**config.mk**
```make
export PLATFORM = sky130hd
export DESIGN_NAME = swl_dev_flat
export DESIGN_NICKNAME = d
export VERILOG_FILES = /design/src/rtl/swl_pkg.sv /design/src/rtl/swl_if.sv /design/src/rtl/swl_dev.sv /design/src/rtl/swl_slot_tx.sv /design/src/flat_wrapper.sv
export SDC_FILE = /design/constraint.sdc
export NUM_CORES = 1
export LEC_CHECK = 0
export BUFFER_PORTS_ARGS = -buffer_cell sky130_fd_sc_hd__buf_2
export CAP_MARGIN = 20
export CORE_MARGIN = 1.5
export CORE_UTILIZATION = 30
export DETAILED_ROUTE_END_ITERATION = 12
export GPL_ROUTABILITY_DRIVEN = 0
export SETUP_SLACK_MARGIN = 0.5
export SYNTH_ARGS = -nofsm -noshare
export SYNTH_HDL_FRONTEND = slang
export SYNTH_SLANG_ARGS = --single-unit
```
**constraint.sdc**
```tcl
create_clock -name core_clk_i -period 2.5 [get_ports core_clk_i]
set_input_delay 0.375 -clock core_clk_i [delete_from_list [all_inputs] [get_ports core_clk_i]]
set_output_delay 0.375 -clock core_clk_i [all_outputs]
set_load 0.01 [all_outputs]
```
**src/rtl/swl_pkg.sv**
```systemverilog
package swl_pkg;
  // Slot timing in nanoseconds; plain defaults, kept short so that a run stays brief.
  localparam int CLK_PERIOD_NS = 10;
  localparam int BREAK_NS = 9500;
  localparam int BREAK_RECOVERY_NS = 2000;
  localparam int HOST_SLOT_NS = 9500;
  localparam int HOST_ZERO_NS = 5000;
  localparam int HOST_ONE_NS = 1500;
  localparam int DEV_SLOT_NS = 9500;
  localparam int DEV_ZERO_NS = 5000;
  localparam int DEV_ONE_NS = 1500;
  localparam int SAMPLE_THRESH_NS = 3250;
  localparam int BREAK_DETECT_NS = 7500;
  localparam int TURNAROUND_NS = 2500;

  // Cycle counts: least times round up, longest times round down.
  localparam int BREAK_CYC = (BREAK_NS + CLK_PERIOD_NS - 1) / CLK_PERIOD_NS;
  localparam int BREAK_RECOVERY_CYC = (BREAK_RECOVERY_NS + CLK_PERIOD_NS - 1) / CLK_PERIOD_NS;
  localparam int HOST_SLOT_CYC = (HOST_SLOT_NS + CLK_PERIOD_NS - 1) / CLK_PERIOD_NS;
  localparam int HOST_ZERO_CYC = HOST_ZERO_NS / CLK_PERIOD_NS;
  localparam int HOST_ONE_CYC = HOST_ONE_NS / CLK_PERIOD_NS;
  localparam int DEV_SLOT_CYC = (DEV_SLOT_NS + CLK_PERIOD_NS - 1) / CLK_PERIOD_NS;
  localparam int DEV_ZERO_CYC = DEV_ZERO_NS / CLK_PERIOD_NS;
  localparam int DEV_ONE_CYC = DEV_ONE_NS / CLK_PERIOD_NS;
  localparam int SAMPLE_THRESH_CYC = SAMPLE_THRESH_NS / CLK_PERIOD_NS;
  localparam int BREAK_DETECT_CYC = BREAK_DETECT_NS / CLK_PERIOD_NS;
  localparam int TURNAROUND_CYC = (TURNAROUND_NS + CLK_PERIOD_NS - 1) / CLK_PERIOD_NS;

  // Command byte layout.
  localparam int CODE_W = 7;
  localparam int BYTE_W = 8;
  localparam int DIR_BIT = 7;
  localparam int BIT_CNT_W = 4;
  localparam logic [3:0] BITS_PER_BYTE = 4'h8;

  // Interface type and pin selection.
  localparam logic IF_OTHER = 1'h0;
  localparam logic IF_SINGLE_WIRE = 1'h1;
  localparam logic PIN_EVENT = 1'h0;
  localparam logic PIN_DEDICATED = 1'h1;
endpackage

```
**src/rtl/swl_if.sv**
```systemverilog
`timescale 1ns/100ps
`default_nettype none
interface swl_if;
  // Open-drain line: whoever enables pulls it low, otherwise the pull-up wins.
  logic host_oe;
  logic dev_evt_oe;
  logic dev_ded_oe;
  logic evt_line;
  logic ded_line;

  modport host (output host_oe, input evt_line, input ded_line);
  modport dev (output dev_evt_oe, output dev_ded_oe, input evt_line, input ded_line);
endinterface
`default_nettype wire

```
**src/rtl/swl_dev.sv**
```systemverilog
`timescale 1ns/100ps
`default_nettype none
// Overview of operation
// - Only pull the line low or release.
// - Device answers only host-started transactions.
// - Bytes travel least significant bit first.
// - Command: code bits 0-6, direction bit 7.
// - Direction picks receive or send data byte.
// - Host opens with break then recovery.
// - Host sends command as eight host slots.
// - Line returns high for rest of slot.
// - Host write data uses eight host slots.
// - Device read data uses eight device slots.
// - No auto-increment; one byte per transaction.
// - Mode entry by configuration or immediate subcommand.
// - Direct switch picks event pin; swap follows configuration.
// - Link runs on event or dedicated pin.
module swl_dev (
  // Clock and reset
  input wire logic core_clk_i,
  input wire logic nrst_i,
  // Configuration and subcommands
  input wire logic cfg_type_i,
  input wire logic cfg_pin_i,
  input wire logic switch_cmd_i,
  input wire logic swap_cmd_i,
  // Register side
  input wire logic [7:0] rd_data_i,
  output logic wr_o,
  output logic rd_o,
  output logic [6:0] code_o,
  output logic [7:0] wdata_o,
  output logic active_o,
  output logic pin_sel_o,
  // Link
  swl_if.dev link
);
  typedef enum logic [4:0] {
    D_IDLE = 5'h01,
    D_CMD = 5'h02,
    D_WR = 5'h04,
    D_TURN = 5'h08,
    D_RD = 5'h10
  } swl_dst_t;

  swl_dst_t st_q;
  logic act_q, psel_q;
  logic s1_q, s2_q, prev_q;
  logic [31:0] lowc_q, cnt_q;
  logic [7:0] sh_q;
  logic [3:0] bits_q;
  logic [6:0] code_q;
  logic [7:0] wdata_q, rdat_q;
  logic wr_q, rd_q, tx_start_q;
  logic tx_busy, tx_done, tx_pull;
  logic evt_oe_q, ded_oe_q;

  swl_slot_tx #(
    .SLOT_CYC(swl_pkg::DEV_SLOT_CYC),
    .ZERO_CYC(swl_pkg::DEV_ZERO_CYC),
    .ONE_CYC(swl_pkg::DEV_ONE_CYC)
  ) u_tx (
    .core_clk_i(core_clk_i),
    .nrst_i(nrst_i),
    .start_i(tx_start_q),
    .byte_i(rdat_q),
    .busy_o(tx_busy),
    .done_o(tx_done),
    .pull_o(tx_pull)
  );

  wire line_raw = psel_q ? link.ded_line : link.evt_line;
  wire rise = s2_q && !prev_q;
  wire is_break = rise && (lowc_q >= 32'(swl_pkg::BREAK_DETECT_CYC));
  wire rbit = (lowc_q < 32'(swl_pkg::SAMPLE_THRESH_CYC));
  wire byte_last = (bits_q == swl_pkg::BITS_PER_BYTE - 4'h1);
  wire [7:0] sh_next = {rbit, sh_q[7:1]};
  wire dir_write = sh_next[swl_pkg::DIR_BIT];
  // The reply waits out the rest of the host slot, then the turnaround gap.
  wire turn_end = (cnt_q == 32'(swl_pkg::HOST_SLOT_CYC + swl_pkg::TURNAROUND_CYC));
  wire cfg_single = (cfg_type_i == swl_pkg::IF_SINGLE_WIRE);
  wire pull_now = tx_busy && tx_pull;

  // Only the selected pin is ever pulled, so the other pin stays released.
  function automatic logic pulls_pin(input logic pull, input logic sel, input logic pin);
    return pull && (sel == pin);
  endfunction

  // Mode and pin follow configuration while inactive; subcommands act on the next edge.
  // While active, only a swap or switch subcommand changes mode or pin, and it acts even mid-frame.
  always_ff @(posedge core_clk_i or negedge nrst_i) begin
    if (!nrst_i) begin
      act_q <= 1'b0;
      psel_q <= swl_pkg::PIN_EVENT;
    end else if (switch_cmd_i) begin
      act_q <= 1'b1;
      psel_q <= swl_pkg::PIN_EVENT;
    end else if (swap_cmd_i) begin
      act_q <= cfg_single;
      psel_q <= cfg_pin_i;
    end else if (!act_q && cfg_single) begin
      act_q <= 1'b1;
      psel_q <= cfg_pin_i;
    end
  end

  // The low counter holds the width of each pulse when the line rises again.
  always_ff @(posedge core_clk_i or negedge nrst_i) begin
    if (!nrst_i) begin
      s1_q <= 1'b1;
      s2_q <= 1'b1;
      prev_q <= 1'b1;
      lowc_q <= '0;
    end else begin
      s1_q <= line_raw;
      s2_q <= s1_q;
      prev_q <= s2_q;
      lowc_q <= s2_q ? 32'h0 : lowc_q + 32'h1;
    end
  end

  // A break restarts reception unless the device is sending, so a lost bit never wedges the link.
  always_ff @(posedge core_clk_i or negedge nrst_i) begin
    if (!nrst_i) begin
      st_q <= D_IDLE;
      sh_q <= 8'h00;
      bits_q <= 4'h0;
      code_q <= 7'h00;
      wdata_q <= 8'h00;
      rdat_q <= 8'h00;
      cnt_q <= '0;
      wr_q <= 1'b0;
      rd_q <= 1'b0;
      tx_start_q <= 1'b0;
    end else begin
      wr_q <= 1'b0;
      rd_q <= 1'b0;
      tx_start_q <= 1'b0;
      cnt_q <= cnt_q + 32'h1;
      if (!act_q) begin
        st_q <= D_IDLE;
      end else if (is_break && !tx_busy) begin
        st_q <= D_CMD;
        bits_q <= 4'h0;
      end else begin
        unique case (st_q)
          D_IDLE: ;
          D_CMD: if (rise) begin
            sh_q <= sh_next;
            bits_q <= bits_q + 4'h1;
            if (byte_last) begin
              bits_q <= 4'h0;
              code_q <= sh_next[swl_pkg::CODE_W-1:0];
              // Count from the fall of the last command bit so the host slot ends first.
              cnt_q <= lowc_q;
              if (dir_write) begin
                st_q <= D_WR;
              end else begin
                st_q <= D_TURN;
                rd_q <= 1'b1;
              end
            end
          end
          D_WR: if (rise) begin
            sh_q <= sh_next;
            bits_q <= bits_q + 4'h1;
            if (byte_last) begin
              wdata_q <= sh_next;
              wr_q <= 1'b1;
              st_q <= D_IDLE;
            end
          end
          D_TURN: if (turn_end) begin
            // Read data is taken once, as late as possible, to give the source time.
            rdat_q <= rd_data_i;
            tx_start_q <= 1'b1;
            st_q <= D_RD;
          end
          D_RD: if (tx_done) begin
            st_q <= D_IDLE;
          end
        endcase
      end
    end
  end

  always_ff @(posedge core_clk_i or negedge nrst_i) begin
    if (!nrst_i) begin
      evt_oe_q <= 1'b0;
      ded_oe_q <= 1'b0;
    end else begin
      evt_oe_q <= pulls_pin(pull_now, psel_q, swl_pkg::PIN_EVENT);
      ded_oe_q <= pulls_pin(pull_now, psel_q, swl_pkg::PIN_DEDICATED);
    end
  end

  assign link.dev_evt_oe = evt_oe_q;
  assign link.dev_ded_oe = ded_oe_q;
  assign wr_o = wr_q;
  assign rd_o = rd_q;
  assign code_o = code_q;
  assign wdata_o = wdata_q;
  assign active_o = act_q;
  assign pin_sel_o = psel_q;
endmodule
`default_nettype wire

```
**src/rtl/swl_slot_tx.sv**
```systemverilog
`timescale 1ns/100ps
`default_nettype none
module swl_slot_tx #(
  parameter int SLOT_CYC = 19000,
  parameter int ZERO_CYC = 10000,
  parameter int ONE_CYC = 3000
) (
  // Clock and reset
  input wire logic core_clk_i,
  input wire logic nrst_i,
  // Byte to send
  input wire logic start_i,
  input wire logic [7:0] byte_i,
  // Status and line
  output logic busy_o,
  output logic done_o,
  output logic pull_o
);
  localparam int CW = $clog2(SLOT_CYC + 1);
  localparam logic [CW-1:0] SLOT_LAST = CW'(SLOT_CYC - 1);
  localparam logic [CW-1:0] ZERO_W = CW'(ZERO_CYC);
  localparam logic [CW-1:0] ONE_W = CW'(ONE_CYC);

  logic [CW-1:0] cnt_q;
  logic [7:0] sh_q;
  logic [3:0] bits_q;
  logic busy_q;
  logic done_q;
  logic pull_q;

  wire slot_end = (cnt_q == SLOT_LAST);
  wire [CW-1:0] width = sh_q[0] ? ONE_W : ZERO_W;
  wire last_bit = (bits_q == swl_pkg::BITS_PER_BYTE - 4'h1);

  // Each slot pulls low for the bit width, then releases to the end of the slot.
  always_ff @(posedge core_clk_i or negedge nrst_i) begin
    if (!nrst_i) begin
      cnt_q <= '0;
      sh_q <= 8'h00;
      bits_q <= 4'h0;
      busy_q <= 1'b0;
      done_q <= 1'b0;
      pull_q <= 1'b0;
    end else begin
      done_q <= 1'b0;
      if (!busy_q) begin
        if (start_i) begin
          busy_q <= 1'b1;
          sh_q <= byte_i;
          cnt_q <= '0;
          bits_q <= 4'h0;
          pull_q <= 1'b1;
        end
      end else if (slot_end) begin
        cnt_q <= '0;
        sh_q <= sh_q >> 1;
        bits_q <= bits_q + 4'h1;
        pull_q <= !last_bit;
        busy_q <= !last_bit;
        done_q <= last_bit;
      end else begin
        cnt_q <= cnt_q + 1'b1;
        pull_q <= (cnt_q + 1'b1) < width;
      end
    end
  end

  assign busy_o = busy_q;
  assign done_o = done_q;
  assign pull_o = pull_q;
endmodule
`default_nettype wire

```
**src/flat_wrapper.sv**
```systemverilog
// flat-port wrapper written by rule: the top's interface ports become plain ports
module swl_dev_flat 
  (core_clk_i, nrst_i, cfg_type_i, cfg_pin_i, switch_cmd_i, swap_cmd_i, rd_data_i, wr_o, rd_o, code_o, wdata_o, active_o, pin_sel_o, link_dev_evt_oe, link_dev_ded_oe, link_evt_line, link_ded_line);
  swl_if link_i ();
  input wire logic core_clk_i;
  input wire logic nrst_i;
  input wire logic cfg_type_i;
  input wire logic cfg_pin_i;
  input wire logic switch_cmd_i;
  input wire logic swap_cmd_i;
  input wire logic [7:0] rd_data_i;
  output logic wr_o;
  output logic rd_o;
  output logic [6:0] code_o;
  output logic [7:0] wdata_o;
  output logic active_o;
  output logic pin_sel_o;
  output wire logic [$bits(link_i.dev_evt_oe)-1:0] link_dev_evt_oe;
  output wire logic [$bits(link_i.dev_ded_oe)-1:0] link_dev_ded_oe;
  input wire logic [$bits(link_i.evt_line)-1:0] link_evt_line;
  input wire logic [$bits(link_i.ded_line)-1:0] link_ded_line;
  assign link_dev_evt_oe = link_i.dev_evt_oe;
  assign link_dev_ded_oe = link_i.dev_ded_oe;
  assign link_i.evt_line = link_evt_line;
  assign link_i.ded_line = link_ded_line;
  swl_dev u_core (.core_clk_i(core_clk_i), .nrst_i(nrst_i), .cfg_type_i(cfg_type_i), .cfg_pin_i(cfg_pin_i), .switch_cmd_i(switch_cmd_i), .swap_cmd_i(swap_cmd_i), .rd_data_i(rd_data_i), .wr_o(wr_o), .rd_o(rd_o), .code_o(code_o), .wdata_o(wdata_o), .active_o(active_o), .pin_sel_o(pin_sel_o), .link(link_i));
endmodule
```
==> metrics.md <==
| Metric | Value |
|---|---|
| Max IR drop VDD | `0.464 mV` |
| Fin crit period | `2.24 ns` |
| Area growth from synthesis to layout | `28.2%` |
| Core area | `23400 um^2` |
| Cell variety after synth | `59` |
| Startpoint types | `register` |
| HP Class | `input port to register` |
| Post-route ant nets | `0` |
| Non-filler instance count after layout | `1103` |
| Power per Cell Area | `538 nW/um^2` |
| Commonest non-fill, non-tap cell in the layout | `dfrtp_1` |
| Post-synth top flop | `dfrtp_1` |
| WP data arrival | `2.54 ns` |
| Fmax | `446 MHz` |
| Yosys top cell by area | `dfrtp_1` |
| Setup TNS | `0 ns` |
| Width of the die | `157 um` |
| H-tree lvl count | `4` |
| P_leak | `4.15 nW` |
| Max-Cap Viols | `0` |
| EDFF count, synth | `0` |
| Mapped Nets | `701` |
| Root Buffer | `clkbuf_16` |
| Synth top area share | `47.1%` |
| RSZ-0062 raised after global routing | `true` |
| Clock slew at reported path FFs | `0.06 ns` |
| Die span in y | `157 um` |
| Clock latency at the later pin of the worst-skew pair | `0.42 ns` |
| Kind of end point of the critical path | `register` |
| Clk sink count | `138` |
| DR vias | `5396` |
| Async set-or-reset flop fraction in the synthesized netlist | `100%` |
| Worst Tran Pin Value | `0.534 ns` |
| # IOs | `37` |
| Routed WL per cell | `15.0 um` |
| 1st-iter DRT viols | `262` |
| YS warnings | `0` |
| Number of global-route vias before repair | `5252` |
| First-pass GRT wire length | `26.6 mm` |
| Combinational Power Share | `2.7%` |
| Clock power share | `50.9%` |
| Endpoints failing setup | `0` |
| Via-to-Cell Ratio | `4.89` |
| Num CTS Buffers | `17` |
| Post-Syn Area | `7120 um^2` |
| Number of max-slew violations in the final report | `0` |
| Grt ovf | `0` |
| #FFs+latches synth | `138` |
| TritonCTS clock tree | `built` |
| Sw frac | `21.1%` |
| First drt pass iteration count | `5` |
| Rows | `56` |
| Slew margin rel. | `63.9%` |
| Worst Setup Path Type | `register to register` |
| Final net count | `799` |
| N_diodes | `0` |
| Post-Syn Instances | `673` |
| CTS Buffer Depth | `2` |
| Tcrit/Tclk final | `89.6%` |
| Syn_area_per_cell | `10.6 um^2` |
| Most frequent cells in the layout | `127 x dfrtp_1, 61 x buf_4, 53 x nor2_1` |
| DRC | `0` |
| Final hold vios | `0` |
| Die area | `24700 um^2` |
| # port buffers | `36` |
| P_sw | `0.00104 W` |
| Starting Density | `30.4%` |
| Gr usage total | `13.6%` |
| Placed instance count | `1031` |
| Ranking of synthesized cells by area | `dfrtp_1 47%, mux2_2 8.1%, xnor2_1 5.3%` |
| Internal | `0.00387 W` |
| Sequential area share after synthesis | `48.6%` |
| Sequential Power Share | `46.3%` |
| DP Wirelength | `10.7 mm` |
| Final Skew | `0.00699 ns` |
| Worst Path Max Fanout | `20` |
| Critical Path RT | `2.80 ns` |
| Initial antenna violation count | `0` |
| Status | `complete, no violations` |
| Largest net degree at the start of global routing | `53` |
| Share of cells above drive strength 1 | `32.9%` |
| Total Wirelength | `16.5 mm` |
-- power by group through the flow --
stage / clock (W) / combinational [W] / sequential (W)
2_1_floorplan: 0 / 0.0000478 / 0.00231
3_3_place_gp: 0 / 0.000127 / 0.00231
3_5_place_dp: 0 / 0.000129 / 0.00231
4_1_cts: 0.00255 / 0.000132 / 0.00227
5_1_grt: 0.00265 / 0.000156 / 0.00228
6_report: 0.00250 / 0.000135 / 0.00228
-- state kept, by name, indices dropped and copies added (netlist names), 4 cells and up --
name,count
u_core.cnt_q,32
u_core.lowc_q,32
u_core.u_tx.cnt_q,10
u_core.rdat_q,8
u_core.u_tx.sh_q,8
u_core.wdata_o,8
u_core.code_o,7
u_core.sh_q,7
u_core.st_q,5
u_core.bits_q,4
u_core.u_tx.bits_q,4
-- metrics by stage --
step | utilization [%] | cell area (um^2) | hold slack [ns] | worst slack (ns) | power [W]
global placement | 33.5 | 7850 | 0.347 | 0.148 | 0.00244
detailed placement | 33.5 | 7850 | 0.348 | 0.0982 | 0.00244
CTS | 37.2 | 8700 | 0.101 | 0.281 | 0.00496
finish | 39.0 | 9120 | 0.118 | 0.259 | 0.00491
floorplan | - | 7130 | 0.0794 | 0.408 | 0.00236
global route | 39.0 | 9120 | 0.123 | 0.141 | 0.00509
-- worst max-delay path, stage by stage (launching register included) --
cell and delay [ns]:
dfrtp_1 0.41, nor4_4 0.31, nand4_1 0.13, buf_4 0.18, o31ai_4 0.29, buf_6 0.15, nand3_4 0.12, buf_16 0.22
mux2_4 0.30
-- metal layers --
metal	share of wire (%)	vias up	GRT usage, %
met2	48	85	21.6
li1	-	2599	-
met3	3.3	20	2.34
met5	0	-	0
met1	47	2692	18.4
met4	1.6	0	5.48
-- cell type report --
cell class              count  area (um^2)
clock buffers              25          495
fillers                  2284        14300
well taps                 319          399
clock inverters             7         92.6
inverters                  23         86.3
multi-input cells         483         3780
flip-flops and latches    138         3470
repair buffers            108          800
-- cells by family (layout without fill, tap and decap cells) --
logic type               Yosys count  in the layout  synth area share, %
AND/OR/NAND/NOR                  248            248                 18.7
multiplexers                      75             75                 11.5
AO/OA/AOI/OAI                     78             78                 7.35
adder cells (fa/ha/maj)           12             12                 2.11
XOR/XNOR                          70             70                 8.61
buffers and inverters             52            163                 3.15
flip-flops                       138            138                 48.6
-- worst paths after layout --
| kind | start | slack, ns | to | cells after the start |
|---|---|---|---|---|
| setup / recovery | u_core.lowc_q[27]$_DFF_PN0_ | 0.26 | u_core.cnt_q[8]$_DFF_PN0_ | 8 |
| hold / removal | switch_cmd_i | 0.12 | u_core.pin_sel_o$_DFFE_PN0P_ | 2 |
| setup reg to reg | u_core.lowc_q[27]$_DFF_PN0_ | 0.26 | u_core.cnt_q[8]$_DFF_PN0_ | 8 |
| hold reg to reg | u_core.s1_q$_DFF_PN1_ | 0.36 | u_core.s2_q$_DFF_PN1_ | 0 |
| max in group asynchronous | nrst_i | 1.31 | u_core.st_q[0]$_DFFE_PN1P_ | 3 |
| min in group asynchronous | nrst_i | 0.49 | u_core.cnt_q[27]$_DFF_PN0_ | 2 |
-- cells in the mapped netlist (all sizes together), types with 2 or more instances --
| cell type | count |
|---|---|
| mux2i | 21 |
| dfrtp | 134 |
| or3 | 8 |
| and3 | 8 |
| nor3 | 21 |
| nor4bb | 2 |
| dfstp | 4 |
| clkbuf | 21 |
| nand3 | 25 |
| buf | 8 |
| a22o | 9 |
| a21oi | 22 |
| or4 | 2 |
| and4 | 4 |
| nor2b | 10 |
| nand3b | 4 |
| xor2 | 27 |
| nor4b | 3 |
| o21ai | 20 |
| a31oi | 2 |
| inv | 23 |
| nor4 | 30 |
| a211oi | 8 |
| nand2 | 41 |
| or2 | 4 |
| and2 | 3 |
| ha | 12 |
| nand2b | 6 |
| nand4 | 19 |
| xnor2 | 43 |
| nor2 | 55 |
| mux2 | 54 |
-- timing repair --
item | in CTS | in global routing
buffers inserted | 15 | 19
setup endpoints to repair | 78 | 93
cloned | 0 | 4
pin swaps | 10 | 25
hold buffers | 1 | 0
gates resized for setup | 31 | 44
hold endpoints to repair | 48 | 0
No activity file was read; power rests on OpenSTA's default activity.
